### src/common/countdown_defs.svh
/*
  Constants for the pedestrian clearance countdown block.
  Assumes a 50 MHz core clock and millisecond ticks made from it.
*/
`ifndef COUNTDOWN_DEFS_SVH
`define COUNTDOWN_DEFS_SVH

// clock and tick periods
`define CLK_PERIOD_NS   20
`define MS_PERIOD_NS    1000000
// millisecond thresholds (10-bit ms counter in the timer, 11-bit lamp ms counters)
`define MS_PER_SEC      10'h3E8
`define HALF_SEC_MS     10'h1F4
`define STEADY_HALT_MS  11'h4B0
`define DARK_LAMPS_MS   11'h4B0
`define POWER_LOSS_MS   11'h5DC
`define MS_CNT_MAX      11'h7FF
// widths and display limits
`define SEC_W           7
`define SEG_W           7
`define MAX_SHOWN       7'h63
`endif

### src/common/cd_pkg.sv
/*
  Types shared by the countdown modules.
  Assumes countdown_defs.svh is on the include path.
*/
`include "countdown_defs.svh"
`default_nettype none
package cd_pkg;
  typedef logic [`SEC_W-1:0] sec_t;
  typedef logic [`SEG_W-1:0] seg_t;
  typedef enum logic [1:0] {
    PH_IDLE  = 2'b00,
    PH_WALK  = 2'b01,
    PH_CLEAR = 2'b10
  } phase_t;
endpackage
`default_nettype wire

### src/common/sec_timer_if.sv
/*
  Carrier between the countdown core and its seconds timer.
  Assumes both ends sit on the same core clock.
*/
`default_nettype none
interface sec_timer_if;
  logic         restart;
  logic         ms_tick;
  cd_pkg::sec_t elapsed;
  logic         past_half;
  modport timer (input restart, output ms_tick, elapsed, past_half);
  modport user  (output restart, input ms_tick, elapsed, past_half);
endinterface
`default_nettype wire

### src/core/sec_timer.sv
/*
  Free-running millisecond tick and restartable seconds counter.
  Assumes a synchronous active-high reset on the core clock.
*/
`include "countdown_defs.svh"
`default_nettype none
module sec_timer #(
  parameter int MS_CYCLES = `MS_PERIOD_NS / `CLK_PERIOD_NS
) (
  input  wire logic    core_clk_i,
  input  wire logic    rst_i,
  sec_timer_if.timer   tmr
);
  import cd_pkg::*;
  localparam int PW = $clog2(MS_CYCLES);

  if (MS_CYCLES < 2) begin : g_chk
    $error("MS_CYCLES must be at least 2");
  end

  logic [PW-1:0] pre_reg;
  logic [9:0]    ms_reg;
  sec_t          sec_reg;
  logic          pre_end;
  logic          ms_end;

  assign pre_end = (pre_reg == PW'(MS_CYCLES - 1));
  assign ms_end  = (ms_reg == (`MS_PER_SEC - 10'h001));

  always_ff @(posedge core_clk_i) begin
    if (rst_i || pre_end) begin
      pre_reg <= '0;
    end else begin
      pre_reg <= pre_reg + PW'(1);
    end
  end

  // whole-second count from the last restart
  always_ff @(posedge core_clk_i) begin
    if (rst_i || tmr.restart) begin
      ms_reg  <= 10'h000;
      sec_reg <= '0;
    end else if (pre_end) begin
      ms_reg <= ms_end ? 10'h000 : ms_reg + 10'h001;
      if (ms_end && sec_reg != '1) begin
        sec_reg <= sec_reg + sec_t'(1);
      end
    end
  end

  assign tmr.ms_tick   = pre_end;
  assign tmr.elapsed   = sec_reg;
  assign tmr.past_half = (ms_reg >= `HALF_SEC_MS);
endmodule // sec_timer
`default_nettype wire

### src/core/seg7_pair.sv
/*
  Two-digit decimal to seven-segment decoder, segments a..g in bits 0..6.
  Assumes value below 100; the caller registers the outputs.
*/
`default_nettype none
module seg7_pair (
  input  wire logic         blank_i,
  input  wire cd_pkg::sec_t value_i,
  output var  cd_pkg::seg_t seg_o [2]
);
  import cd_pkg::*;
  logic [3:0] dig [2];

  assign dig[0] = 4'(value_i % 7'h0A);
  assign dig[1] = 4'(value_i / 7'h0A);

  for (genvar g = 0; g < 2; g++) begin : g_dig
    seg_t pat;
    always_comb begin
      case (dig[g])
        4'h0: pat = 7'h3F;
        4'h1: pat = 7'h06;
        4'h2: pat = 7'h5B;
        4'h3: pat = 7'h4F;
        4'h4: pat = 7'h66;
        4'h5: pat = 7'h6D;
        4'h6: pat = 7'h7D;
        4'h7: pat = 7'h07;
        4'h8: pat = 7'h7F;
        4'h9: pat = 7'h6F;
        default: pat = 7'h00;
      endcase
    end
    // leading zero of the tens digit stays dark
    assign seg_o[g] = (blank_i || (g == 1 && dig[1] == 4'h0)) ? '0 : pat;
  end
endmodule // seg7_pair
`default_nettype wire

### src/core/ped_countdown.sv
/*
  Pedestrian clearance countdown: watches the walk and halt lamp drives,
  learns the clearance interval and shows the remaining seconds.
  Assumes lamp and supply inputs are asynchronous levels from outside.
*/
`include "countdown_defs.svh"
`default_nettype none
module ped_countdown #(
  parameter int MS_CYCLES = `MS_PERIOD_NS / `CLK_PERIOD_NS
) (
  input  wire logic         core_clk_i,
  input  wire logic         rst_i,
  input  wire logic         walk_lamp_i,
  input  wire logic         halt_lamp_i,
  input  wire logic         supply_good_i,
  output var  cd_pkg::seg_t seg_ones_o,
  output var  cd_pkg::seg_t seg_tens_o,
  output var  logic         display_on_o
);
  import cd_pkg::*;

  if (MS_CYCLES < 2) begin : g_chk
    $error("MS_CYCLES must be at least 2");
  end

  // ==========================================================
  // input synchronisers
  // ==========================================================
  localparam int NIN = 3;
  logic [NIN-1:0] pin_vec;
  logic [NIN-1:0] filt;

  assign pin_vec = {supply_good_i, halt_lamp_i, walk_lamp_i};

  for (genvar i = 0; i < NIN; i++) begin : g_sync
    logic [2:0] sh_reg;
    logic       lvl_reg;
    always_ff @(posedge core_clk_i) begin
      if (rst_i) begin
        sh_reg <= 3'h0;
      end else begin
        sh_reg <= {sh_reg[1:0], pin_vec[i]};
      end
    end
    // accept a change once stages two and three agree
    always_ff @(posedge core_clk_i) begin
      if (rst_i) begin
        lvl_reg <= 1'b0;
      end else if (sh_reg[1] == sh_reg[2]) begin
        lvl_reg <= sh_reg[2];
      end
    end
    assign filt[i] = lvl_reg;
  end

  logic walk_on;
  logic halt_on;
  logic supply_ok;
  assign walk_on   = filt[0];
  assign halt_on   = filt[1];
  assign supply_ok = filt[2];

  // ==========================================================
  // seconds timer
  // ==========================================================
  sec_timer_if tmr_if ();

  sec_timer #(
    .MS_CYCLES (MS_CYCLES)
  ) u_tmr (
    .core_clk_i (core_clk_i),
    .rst_i      (rst_i),
    .tmr        (tmr_if.timer)
  );

  // ==========================================================
  // lamp state classification
  // ==========================================================
  function automatic logic [10:0] ms_run(
    input logic [10:0] c,
    input logic        on,
    input logic        tick
  );
    ms_run = !on ? 11'h000 : (tick && c != `MS_CNT_MAX) ? c + 11'h001 : c;
  endfunction

  logic [10:0] halt_ms_reg;
  logic [10:0] dark_ms_reg;
  logic [10:0] loss_ms_reg;
  logic        halt_q_reg;
  logic        walk_q_reg;

  always_ff @(posedge core_clk_i) begin
    if (rst_i) begin
      halt_ms_reg <= 11'h000;
      dark_ms_reg <= 11'h000;
      loss_ms_reg <= 11'h000;
    end else begin
      halt_ms_reg <= ms_run(halt_ms_reg, halt_on, tmr_if.ms_tick);
      dark_ms_reg <= ms_run(dark_ms_reg, !halt_on && !walk_on, tmr_if.ms_tick);
      loss_ms_reg <= ms_run(loss_ms_reg, !supply_ok, tmr_if.ms_tick);
    end
  end

  always_ff @(posedge core_clk_i) begin
    if (rst_i) begin
      halt_q_reg <= 1'b0;
      walk_q_reg <= 1'b0;
    end else begin
      halt_q_reg <= halt_on;
      walk_q_reg <= walk_on;
    end
  end

  logic halt_rise;
  logic walk_rise;
  logic steady_halt;
  logic lamps_dark;
  logic power_lost;
  sec_t meas;

  assign halt_rise   = halt_on && !halt_q_reg;
  assign walk_rise   = walk_on && !walk_q_reg;
  // halt lit longer than any flash on-time means steady
  assign steady_halt = (halt_ms_reg >= `STEADY_HALT_MS);
  assign lamps_dark  = (dark_ms_reg >= `DARK_LAMPS_MS);
  assign power_lost  = (loss_ms_reg > `POWER_LOSS_MS);
  // elapsed time rounded to whole seconds
  assign meas        = tmr_if.elapsed + sec_t'(tmr_if.past_half);

  // ==========================================================
  // cycle sequencing and learning
  // ==========================================================
  phase_t phase_reg;
  phase_t phase_next;
  logic   learn_reg;
  logic   learn_next;
  logic   full_reg;
  logic   full_next;
  logic   preempt_reg;
  logic   preempt_next;
  sec_t   clear_len_reg;
  sec_t   clear_len_next;
  sec_t   walk_len_reg;
  sec_t   walk_len_next;
  sec_t   walk_cap_reg;
  sec_t   walk_cap_next;
  sec_t   rise_cap_reg;
  sec_t   rise_cap_next;
  sec_t   end_len;
  logic   restart;
  logic   long_clear;

  // steady end uses the moment the halt lamp last came on
  assign end_len = steady_halt ? rise_cap_reg : meas;
  // flashing still going past the learned length; a lit halt may be the steady one
  assign long_clear = (halt_rise && meas > clear_len_reg) ||
                      (!halt_on && tmr_if.elapsed > clear_len_reg);

  always_comb begin
    phase_next     = phase_reg;
    learn_next     = learn_reg;
    full_next      = full_reg;
    preempt_next   = preempt_reg;
    clear_len_next = clear_len_reg;
    walk_len_next  = walk_len_reg;
    walk_cap_next  = walk_cap_reg;
    rise_cap_next  = rise_cap_reg;
    restart        = 1'b0;
    case (phase_reg)
      PH_IDLE: begin
        if (walk_rise) begin
          phase_next = PH_WALK;
          restart    = 1'b1;
          full_next  = 1'b1;
        end
      end
      PH_WALK: begin
        if (lamps_dark) begin
          phase_next = PH_IDLE;
          full_next  = 1'b0;
        end else if (halt_rise && !walk_on) begin
          phase_next    = PH_CLEAR;
          restart       = 1'b1;
          walk_cap_next = meas;
          rise_cap_next = '0;
          // walk shorter than learned means the controller preempted
          preempt_next  = !learn_reg && (meas < walk_len_reg);
        end
      end
      PH_CLEAR: begin
        if (halt_rise) begin
          rise_cap_next = meas;
        end
        if (lamps_dark) begin
          phase_next = PH_IDLE;
          full_next  = 1'b0;
        end else if (steady_halt || walk_rise) begin
          if (learn_reg && full_reg) begin
            clear_len_next = end_len;
            walk_len_next  = walk_cap_reg;
            learn_next     = 1'b0;
          end else if (!learn_reg && !preempt_reg && end_len != clear_len_reg) begin
            learn_next = 1'b1;
          end
          // walk returning without steady halt opens the next cycle
          phase_next = walk_rise ? PH_WALK : PH_IDLE;
          restart    = walk_rise;
          full_next  = walk_rise;
        end else if (!learn_reg && !preempt_reg && long_clear) begin
          learn_next = 1'b1;
          full_next  = 1'b0;
        end
      end
      default: begin
        phase_next = PH_IDLE;
      end
    endcase
    if (power_lost) begin
      phase_next = PH_IDLE;
      learn_next = 1'b1;
      full_next  = 1'b0;
    end
  end

  assign tmr_if.restart = restart;

  always_ff @(posedge core_clk_i) begin
    if (rst_i) begin
      phase_reg   <= PH_IDLE;
      learn_reg   <= 1'b1;
      full_reg    <= 1'b0;
      preempt_reg <= 1'b0;
    end else begin
      phase_reg   <= phase_next;
      learn_reg   <= learn_next;
      full_reg    <= full_next;
      preempt_reg <= preempt_next;
    end
  end

  always_ff @(posedge core_clk_i) begin
    if (rst_i) begin
      clear_len_reg <= '0;
      walk_len_reg  <= '0;
      walk_cap_reg  <= '0;
      rise_cap_reg  <= '0;
    end else begin
      clear_len_reg <= clear_len_next;
      walk_len_reg  <= walk_len_next;
      walk_cap_reg  <= walk_cap_next;
      rise_cap_reg  <= rise_cap_next;
    end
  end

  // ==========================================================
  // display
  // ==========================================================
  logic show;
  sec_t remain;
  sec_t shown;
  seg_t seg_pat [2];

  // one fixed countdown behaviour, no mode inputs exist
  assign show   = (phase_reg == PH_CLEAR) && !learn_reg;
  assign remain = (clear_len_reg > tmr_if.elapsed) ? clear_len_reg - tmr_if.elapsed : '0;
  assign shown  = !show ? '0 : (remain > `MAX_SHOWN) ? `MAX_SHOWN : remain;

  seg7_pair u_seg (
    .blank_i (!show),
    .value_i (shown),
    .seg_o   (seg_pat)
  );

  // each segment bit drives both emitter rows of that segment
  always_ff @(posedge core_clk_i) begin
    if (rst_i) begin
      seg_ones_o   <= '0;
      seg_tens_o   <= '0;
      display_on_o <= 1'b0;
    end else begin
      seg_ones_o   <= seg_pat[0];
      seg_tens_o   <= seg_pat[1];
      display_on_o <= show;
    end
  end
endmodule // ped_countdown
`default_nettype wire

### config.mk
export PLATFORM = sky130hd
export DESIGN_NAME = ped_countdown
export DESIGN_NICKNAME = d
export VERILOG_FILES = /design/src/common/cd_pkg.sv /design/src/common/sec_timer_if.sv /design/src/core/sec_timer.sv /design/src/core/seg7_pair.sv /design/src/core/ped_countdown.sv
export VERILOG_INCLUDE_DIRS = /design/src /design/src/common
export SDC_FILE = /design/constraint.sdc
export NUM_CORES = 1
export LEC_CHECK = 0
export BUFFER_PORTS_ARGS = -buffer_cell sky130_fd_sc_hd__buf_2
export CORE_MARGIN = 4
export CORE_UTILIZATION = 63
export DETAILED_ROUTE_END_ITERATION = 6
export PLACE_DENSITY = 0.8
export SYNTH_ARGS = -nofsm -noshare
export SYNTH_HDL_FRONTEND = slang
export SYNTH_SLANG_ARGS = --single-unit
### constraint.sdc
create_clock -name core_clk_i -period 5.35 [get_ports core_clk_i]
set_input_delay 0.2675 -clock core_clk_i [delete_from_list [all_inputs] [get_ports core_clk_i]]
set_output_delay 0.2675 -clock core_clk_i [all_outputs]
set_load 0.005 [all_outputs]
=== Word level (Yosys, flattened, before mapping) ===
Memory sizes are Yosys's and may differ from the RTL's. A register that Yosys moved wholly into a read port is not among the register bits.
Index checks and enable logic that the tools add are counted.

* Register bits: 114
* Bits in latches: 0
* Memory bits (read-only): 224
* Memory bits (writable): 0
* Output and inout bits: 15
* Memories kept: 2
* Logic and storage cells: 147

* Bitwise logic cells: 4
* Multiplexer cells: 32
* Eq/ne operators: 21
* $lt $le $gt $ge: 9
* $mul: 0
* Div/mod/pow operators: 2
* Shift operators: 0
* $add $sub $neg: 8
* Reductions and logical operators: 46

{| class="wikitable"
|+ Memory list
! name !! words !! width !! read ports !! clocked after memory_dff !! write ports !! line !! text
|-
| (name not given) || 16 || 7 || 1 || 1 || 0 || seg7_pair.sv:20 || <nowiki>case (dig[g])</nowiki>
|-
| (name not given) || 16 || 7 || 1 || 1 || 0 || seg7_pair.sv:20 ||
|}

{| class="wikitable"
|+ Operators with widths
! cell !! count
|-
| 7-bit two-way mux || 7
|-
| 11-bit by 1-bit adder with 11-bit output, second input constant || 3
|-
| 11-bit != test, second input constant || 3
|-
| 11-bit >= comparator, second input constant || 2
|-
| 7-bit > comparator || 3
|-
| 16-bit by 1-bit adder with 16-bit output, second input constant || 1
|-
| 16-bit equality test, second input constant || 1
|-
| 1-bit logical AND || 16
|-
| 4-bit AND reduction || 4
|-
| 1-bit two-way mux || 15
|-
| 7-bit one-hot mux with 2 select lines || 1
|-
| 2-bit OR reduction || 6
|-
| 11-bit > comparator, second input constant || 1
|-
| 10-bit by 1-bit adder with 10-bit output, second input constant || 1
|-
| 10-bit equality test, second input constant || 1
|-
| 10-bit by 9-bit >= comparator with 1-bit output, second input constant || 1
|-
| 10-bit two-way mux || 1
|-
| 2-bit two-way mux || 5
|-
| 2-bit != test, second input constant || 5
|-
| 7-bit by 1-bit adder with 7-bit output || 1
|-
| 7-bit by 1-bit adder with 7-bit output, second input constant || 1
|-
| 7-bit by 4-bit divider with 7-bit output, second input constant || 1
|-
| 7-bit > comparator, second input constant || 1
|-
| 1-bit logical NOT || 7
|-
| other kinds (21) || 34
|}

=== Longest topological paths before layout ===
* Depth after elaboration: 10
* Gate-level depth with buffers: 21

=== Hierarchy ===
From an unflattened synthesis, not the netlist that was laid out.

* Cell total of the unflattened synthesis: 862
* Area, all modules: 7455.9 µm²

{| class="wikitable"
|+ By module, submodules not included
! module !! instances !! cells each !! area an instance (µm²)
|-
| ped_countdown || 1 || 529 || 4734.5
|-
| sec_timer || 1 || 194 || 1716.6
|-
| seg7_pair || 1 || 139 || 1004.7
|}

=== Worst setup path after synthesis ===
OpenSTA, ideal clock, no wires.

* Path type: register to register
* From: register clear_len_reg[0]
* To: register seg_ones_o[0]
* Setup slack: 947 ps
* Stages on the path, launching flop included: 21
* Path buffers: 0
* Arrival time: 4280 ps
* Period minus slack after synthesis: 4403 ps
* Cells stage by stage: dfxtp_1 -> inv_1 -> ha_1 -> fa_1 -> nand2b_1 -> a2111oi_2 -> a211oi_2 -> nor2_2 -> o21ai_0 -> ha_1 -> nand2_1 -> nor3_1 -> o31ai_1 -> a211oi_1 -> mux2_1 -> a22oi_1 -> o21ai_1 -> inv_1 -> ha_1 -> inv_1 -> o311a_2

* Cells in the longest elaborated chain, start to end: 6

{| class="wikitable"
|+ RTL lines
! what !! line !! text
|-
| start, declared || ped_countdown.sv:142 || <nowiki>sec_t clear_len_reg;</nowiki>
|-
| start signal, assigned || ped_countdown.sv:249 || <nowiki>clear_len_reg <= clear_len_next;</nowiki>
|-
| 7-bit subtractor or 7-bit > comparator (tied branches) || ped_countdown.sv:266 || <nowiki>assign remain = (clear_len_reg > tmr_if.elapsed) ? clear_len_reg - tmr_if.elapsed : '0;</nowiki>
|-
| 7-bit two-way mux (*) || ped_countdown.sv:266 ||
|-
| 7-bit > comparator (no line) || -- ||
|-
| 7-bit two-way mux (*) (2 in a row) || ped_countdown.sv:267 || <nowiki>assign shown = !show ? '0 : (remain > `MAX_SHOWN) ? `MAX_SHOWN : remain;</nowiki>
|-
| 7-bit by 4-bit modulo with 7-bit output (*) || seg7_pair.sv:14 || <nowiki>assign dig[0] = 4'(value_i % 7'h0A);</nowiki>
|-
| end, declared || ped_countdown.sv:16 || <nowiki>output var cd_pkg::seg_t seg_ones_o,</nowiki>
|}

Mark *: on every way between the ends. The rest lies on a longest branch, timed or not.
A chain may end at the register's enable or synchronous reset.

=== Worst setup path after layout ===
* From: register clear_len_reg[0]
* To: register seg_tens_o[4]

* Cells in the longest elaborated chain, start to end: 9

{| class="wikitable"
|+ RTL lines
! what !! line !! text
|-
| 7-bit subtractor or 7-bit > comparator (tied branches) || ped_countdown.sv:266 ||
|-
| 7-bit two-way mux (*) || ped_countdown.sv:266 ||
|-
| 7-bit > comparator (no line) || -- ||
|-
| 7-bit two-way mux (*) (2 in a row) || ped_countdown.sv:267 ||
|-
| 7-bit by 4-bit divider with 7-bit output (*) || seg7_pair.sv:15 || <nowiki>assign dig[1] = 4'(value_i / 7'h0A);</nowiki>
|-
| 4-bit logical NOT || seg7_pair.sv:35 || <nowiki>assign seg_o[g] = (blank_i || (g == 1 && dig[1] == 4'h0)) ? '0 : pat;</nowiki>
|-
| 1-bit logical OR || seg7_pair.sv:35 ||
|-
| 2-bit OR reduction (no line) || -- ||
|-
| end, declared || ped_countdown.sv:17 || <nowiki>output var cd_pkg::seg_t seg_tens_o,</nowiki>
|}

Marked as above.

==> metrics.md <==
| Metric | Value |
|---|---|
| Run status | `finished clean` |
| Vias in the first global route | `5,750` |
| Clock transition at the registers of the reported paths | `about 60 ps` |
| Effective utilization at floorplan | `0.644` |
| CP Data Required Time | `5810 ps` |
| Maxcap violations | `0` |
| Total Routed Length | `approximately 15,000 um` |
| Synth Warn # | `0` |
| DRT iter0 DRCs | `398` |
| Final period demand of the worst path | `4930 ps` |
| Post-synthesis register bit count | `roughly 130` |
| Power density normalized to cell area | `257 nW/um^2` |
| Number of synthesized flops with an enable pin | `0` |
| Slew headroom | `0.415` |
| Clock tree skew after final layout | `7.54 ps` |
| Vias per std cell | `5.86` |
| Total gr overflow | `0` |
| Number of iterations in the first detailed-routing pass | `7` |
| CTS tree | `yes` |
| Number of unique standard cell types used by synthesis | `85` |
| Core region area | `10,900 um^2` |
| Fraction of layout cells with a size suffix above 1 | `0.0968` |
| Peak supply drop | `about 0.23 mV` |
| Startpoint class of the critical path | `flop` |
| Clock net sink count | `128` |
| Sequential-to-total area share from yosys stat | `0.366` |
| Buffers on Ports | `19` |
| Postcts setup bufs | `0` |
| Gpl congestion | `~0.95` |
| Classification of the worst setup path | `flop to flop` |
| Area used by multi-input combinational logic | `4210 um^2` |
| RR Startpoint | `clear_len_reg[0]$_SDFFE_PP0P_` |
| Root buffer cell | `clkbuf_8` |
| Final instance count without filler cells | `1,008` |
| Crit path capture type | `flop` |
| Worst slack on hold paths | `334 ps` |
| Number of pins with negative max-slew slack in the final report | `0` |
| First-pass GRT wire length | `25,200 um` |
| Max Buffers Root-to-Sink | `2` |
| Biggest area contributors in the synthesized netlist | `dfxtp_1 37%, ha_1 8.0%, nor2_1 7.4%, xnor2_1 4.9%, a21oi_1 4.1%` |
| Final count of negative-setup-slack endpoints | `0` |
| Mapped Area | `7010 um^2` |
| Top fanout value on the critical path | `7` |
| TritonCTS buffer count | `17` |
| Arrival time reported for the critical path endpoint | `~5400 ps` |
| Number of placed I/O pins | `20` |
| Number of nets in the layout | `slightly above 900` |
| Worst-Margin Slew | `877 ps` |
| Maximum number of pins on one net before global-route repair | `51` |
| Mapped Avg Cell Area | `8.41 um^2` |
| Class of the tightest hold or removal check | `input pin to flop` |
| Number of flip-flops in the largest register | `16` |
| Async set-reset flop share out of synthesis | `0` |
| Placed Cells | `973` |
| Setup repair after global routing missed its margin | `false` |
| Cell area after layout | `7770 um^2` |
| Leading area contributor after synthesis | `dfxtp_1` |
| Count of antenna diodes in the layout | `0` |
| Total routing resource utilization after global routing | `0.236` |
| Routed Antenna Nets | `0` |
| Fill cell total of the finished layout | `approximately 840` |
| Top flip-flop cell by instance count after synthesis | `dfxtp_1` |
| DRC errors left | `0` |
| Area share of the largest cell type after synthesis | `0.366` |
| Most used standard cell by instance count after synthesis | `nor2_1` |
| Leak | `0.00293 uW` |
| Syn-to-layout area delta | `10.8%` |
| Antenna violations before repair | `0` |
| Placed wire-length estimate | `10,500 um` |
| Cell area after placement | `7210 um^2` |
| First element of the critical path | `clear_len_reg[0]$_SDFFE_PP0P_` |
| Horizontal die dimension | `113 um` |
| Net count of the mapped netlist | `884` |
| Register cell area after layout | `2560 um^2` |
| Sum Neg Setup Slack | `0 ps` |
| Fmax | `roughly 0.20 GHz` |
| Final period util | `0.921` |
| DR vias | `about 6,000` |
| Gate count of the mapped netlist | `833` |
| Row Count | `38` |
| Clock latency of the later-clocked register in the worst-skew pair | `between 500 and 600 ps` |
| Most frequent cells after synthesis | `139 x nor2_1, 128 x dfxtp_1, 58 x a21oi_1, 56 x nand2_1, 45 x ha_1` |
| Util after Layout | `0.714` |
| Die extent in y | `113 um` |
| Depth of the CTS H-tree | `4` |
| Worst Hold Launch | `rst_i` |
| Number of endpoints with negative hold slack in the final report | `0` |
| Die area | `12,900 um^2` |
| Routed wire length per instance | `14.5 um` |
where the power goes:
group	internal (uW)	total (uW)	switching, uW
clock network	603	1010	412
registers	958	961	2.34
logic	7.33	22.9	15.5
total	1570	2000	429
placed cells by master, fill, tap and decap left out, types with 4 or more instances in the layout:
master / n
xor2_1: 29
nand3_1: 39
or2_2: 4
mux2i_1: 16
clkbuf_16: 16
o21ai_0: 20
nor2b_1: 18
o21a_1: 5
a31oi_1: 6
nand2b_1: 16
nand2_1: 56
ha_1: 45
clkbuf_8: 4
dfxtp_1: 128
o21ai_1: 5
a21oi_1: 58
and3_1: 14
a22oi_1: 8
nand4_1: 14
clkinv_2: 4
buf_2: 19
xnor2_1: 39
a211oi_1: 5
nor3_1: 10
or3_1: 8
o31ai_1: 6
inv_1: 41
nor2_1: 139
path summary, 6_finish.rpt:
path,end,slack (ps),cells past startpoint
max,seg_tens_o[4]$_SDFF_PP0_,420,19
min,walk_cap_reg[6]$_SDFFE_PP0P_,330,2
max reg2reg,seg_tens_o[4]$_SDFF_PP0_,420,19
min reg2reg,u_tmr.pre_reg[0]$_SDFF_PP0_,440,1
through the flow:
| stage | setup slack, ps | power (uW) |
|---|---|---|
| after floorplan | 947 | 997 |
| after CTS | 415 | 2010 |
| final | 423 | 2000 |
| after global routing | 20.8 | 2070 |
| after global placement | 684 | 1000 |
| after detailed placement | 449 | 1000 |
critical path, cell delays in order (launching register included):
cell and delay, ps:
dfxtp_1 390, inv_1 70, ha_1 210, fa_1 430
nand2b_1 220, a2111oi_2 420, a211oi_2 150, nor2_2 210
o21ai_0 120, ha_1 240, a31oi_1 220, a21oi_1 100
or3_1 390, and2_2 270, o31ai_1 340, and2_1 260
ha_1 250, nand2_1 90, or2_2 310, a21oi_1 130
cell type report:
| class | instances | share of cell area |
|---|---|---|
| Sequential cell | 128 | 0.330 |
| Clock inverter | 9 | 0.00773 |
| Timing Repair Buffer | 24 | 0.0180 |
| Tap cell | 140 | 0.0225 |
| Clock buffer | 23 | 0.0601 |
| Multi-Input combinational cell | 642 | 0.541 |
| Inverter | 42 | 0.0203 |
what timing repair did:
action	CTS	global route
resized for setup	0	1
hold buffers	3	0
endpoints found under the hold margin	3	0
endpoints found under the setup margin	0	1
per-layer routing:
| layer | track usage | part of all wire | vias up | routed length, um |
|---|---|---|---|---|
| met2 | 0.406 | 0.49 | 125 | 7180 |
| met4 | 0.0905 | 0.021 | 0 | 310 |
| met3 | 0.0679 | 0.045 | 29 | 654 |
| met5 | 0 | 0 | - | 0 |
| li1 | - | - | 2947 | - |
| met1 | 0.278 | 0.44 | 2810 | 6470 |
cells by family after synthesis:
family / count (synthesis) / synth area share
flops: 128 / 0.366
simple gates: 354 / 0.251
fa+ha+maj: 46 / 0.0832
xor+xnor: 68 / 0.0850
compound gates: 156 / 0.152
buf+inv: 63 / 0.0361
mux: 18 / 0.0277
Note: power is estimated with default switching activity, not from simulation.
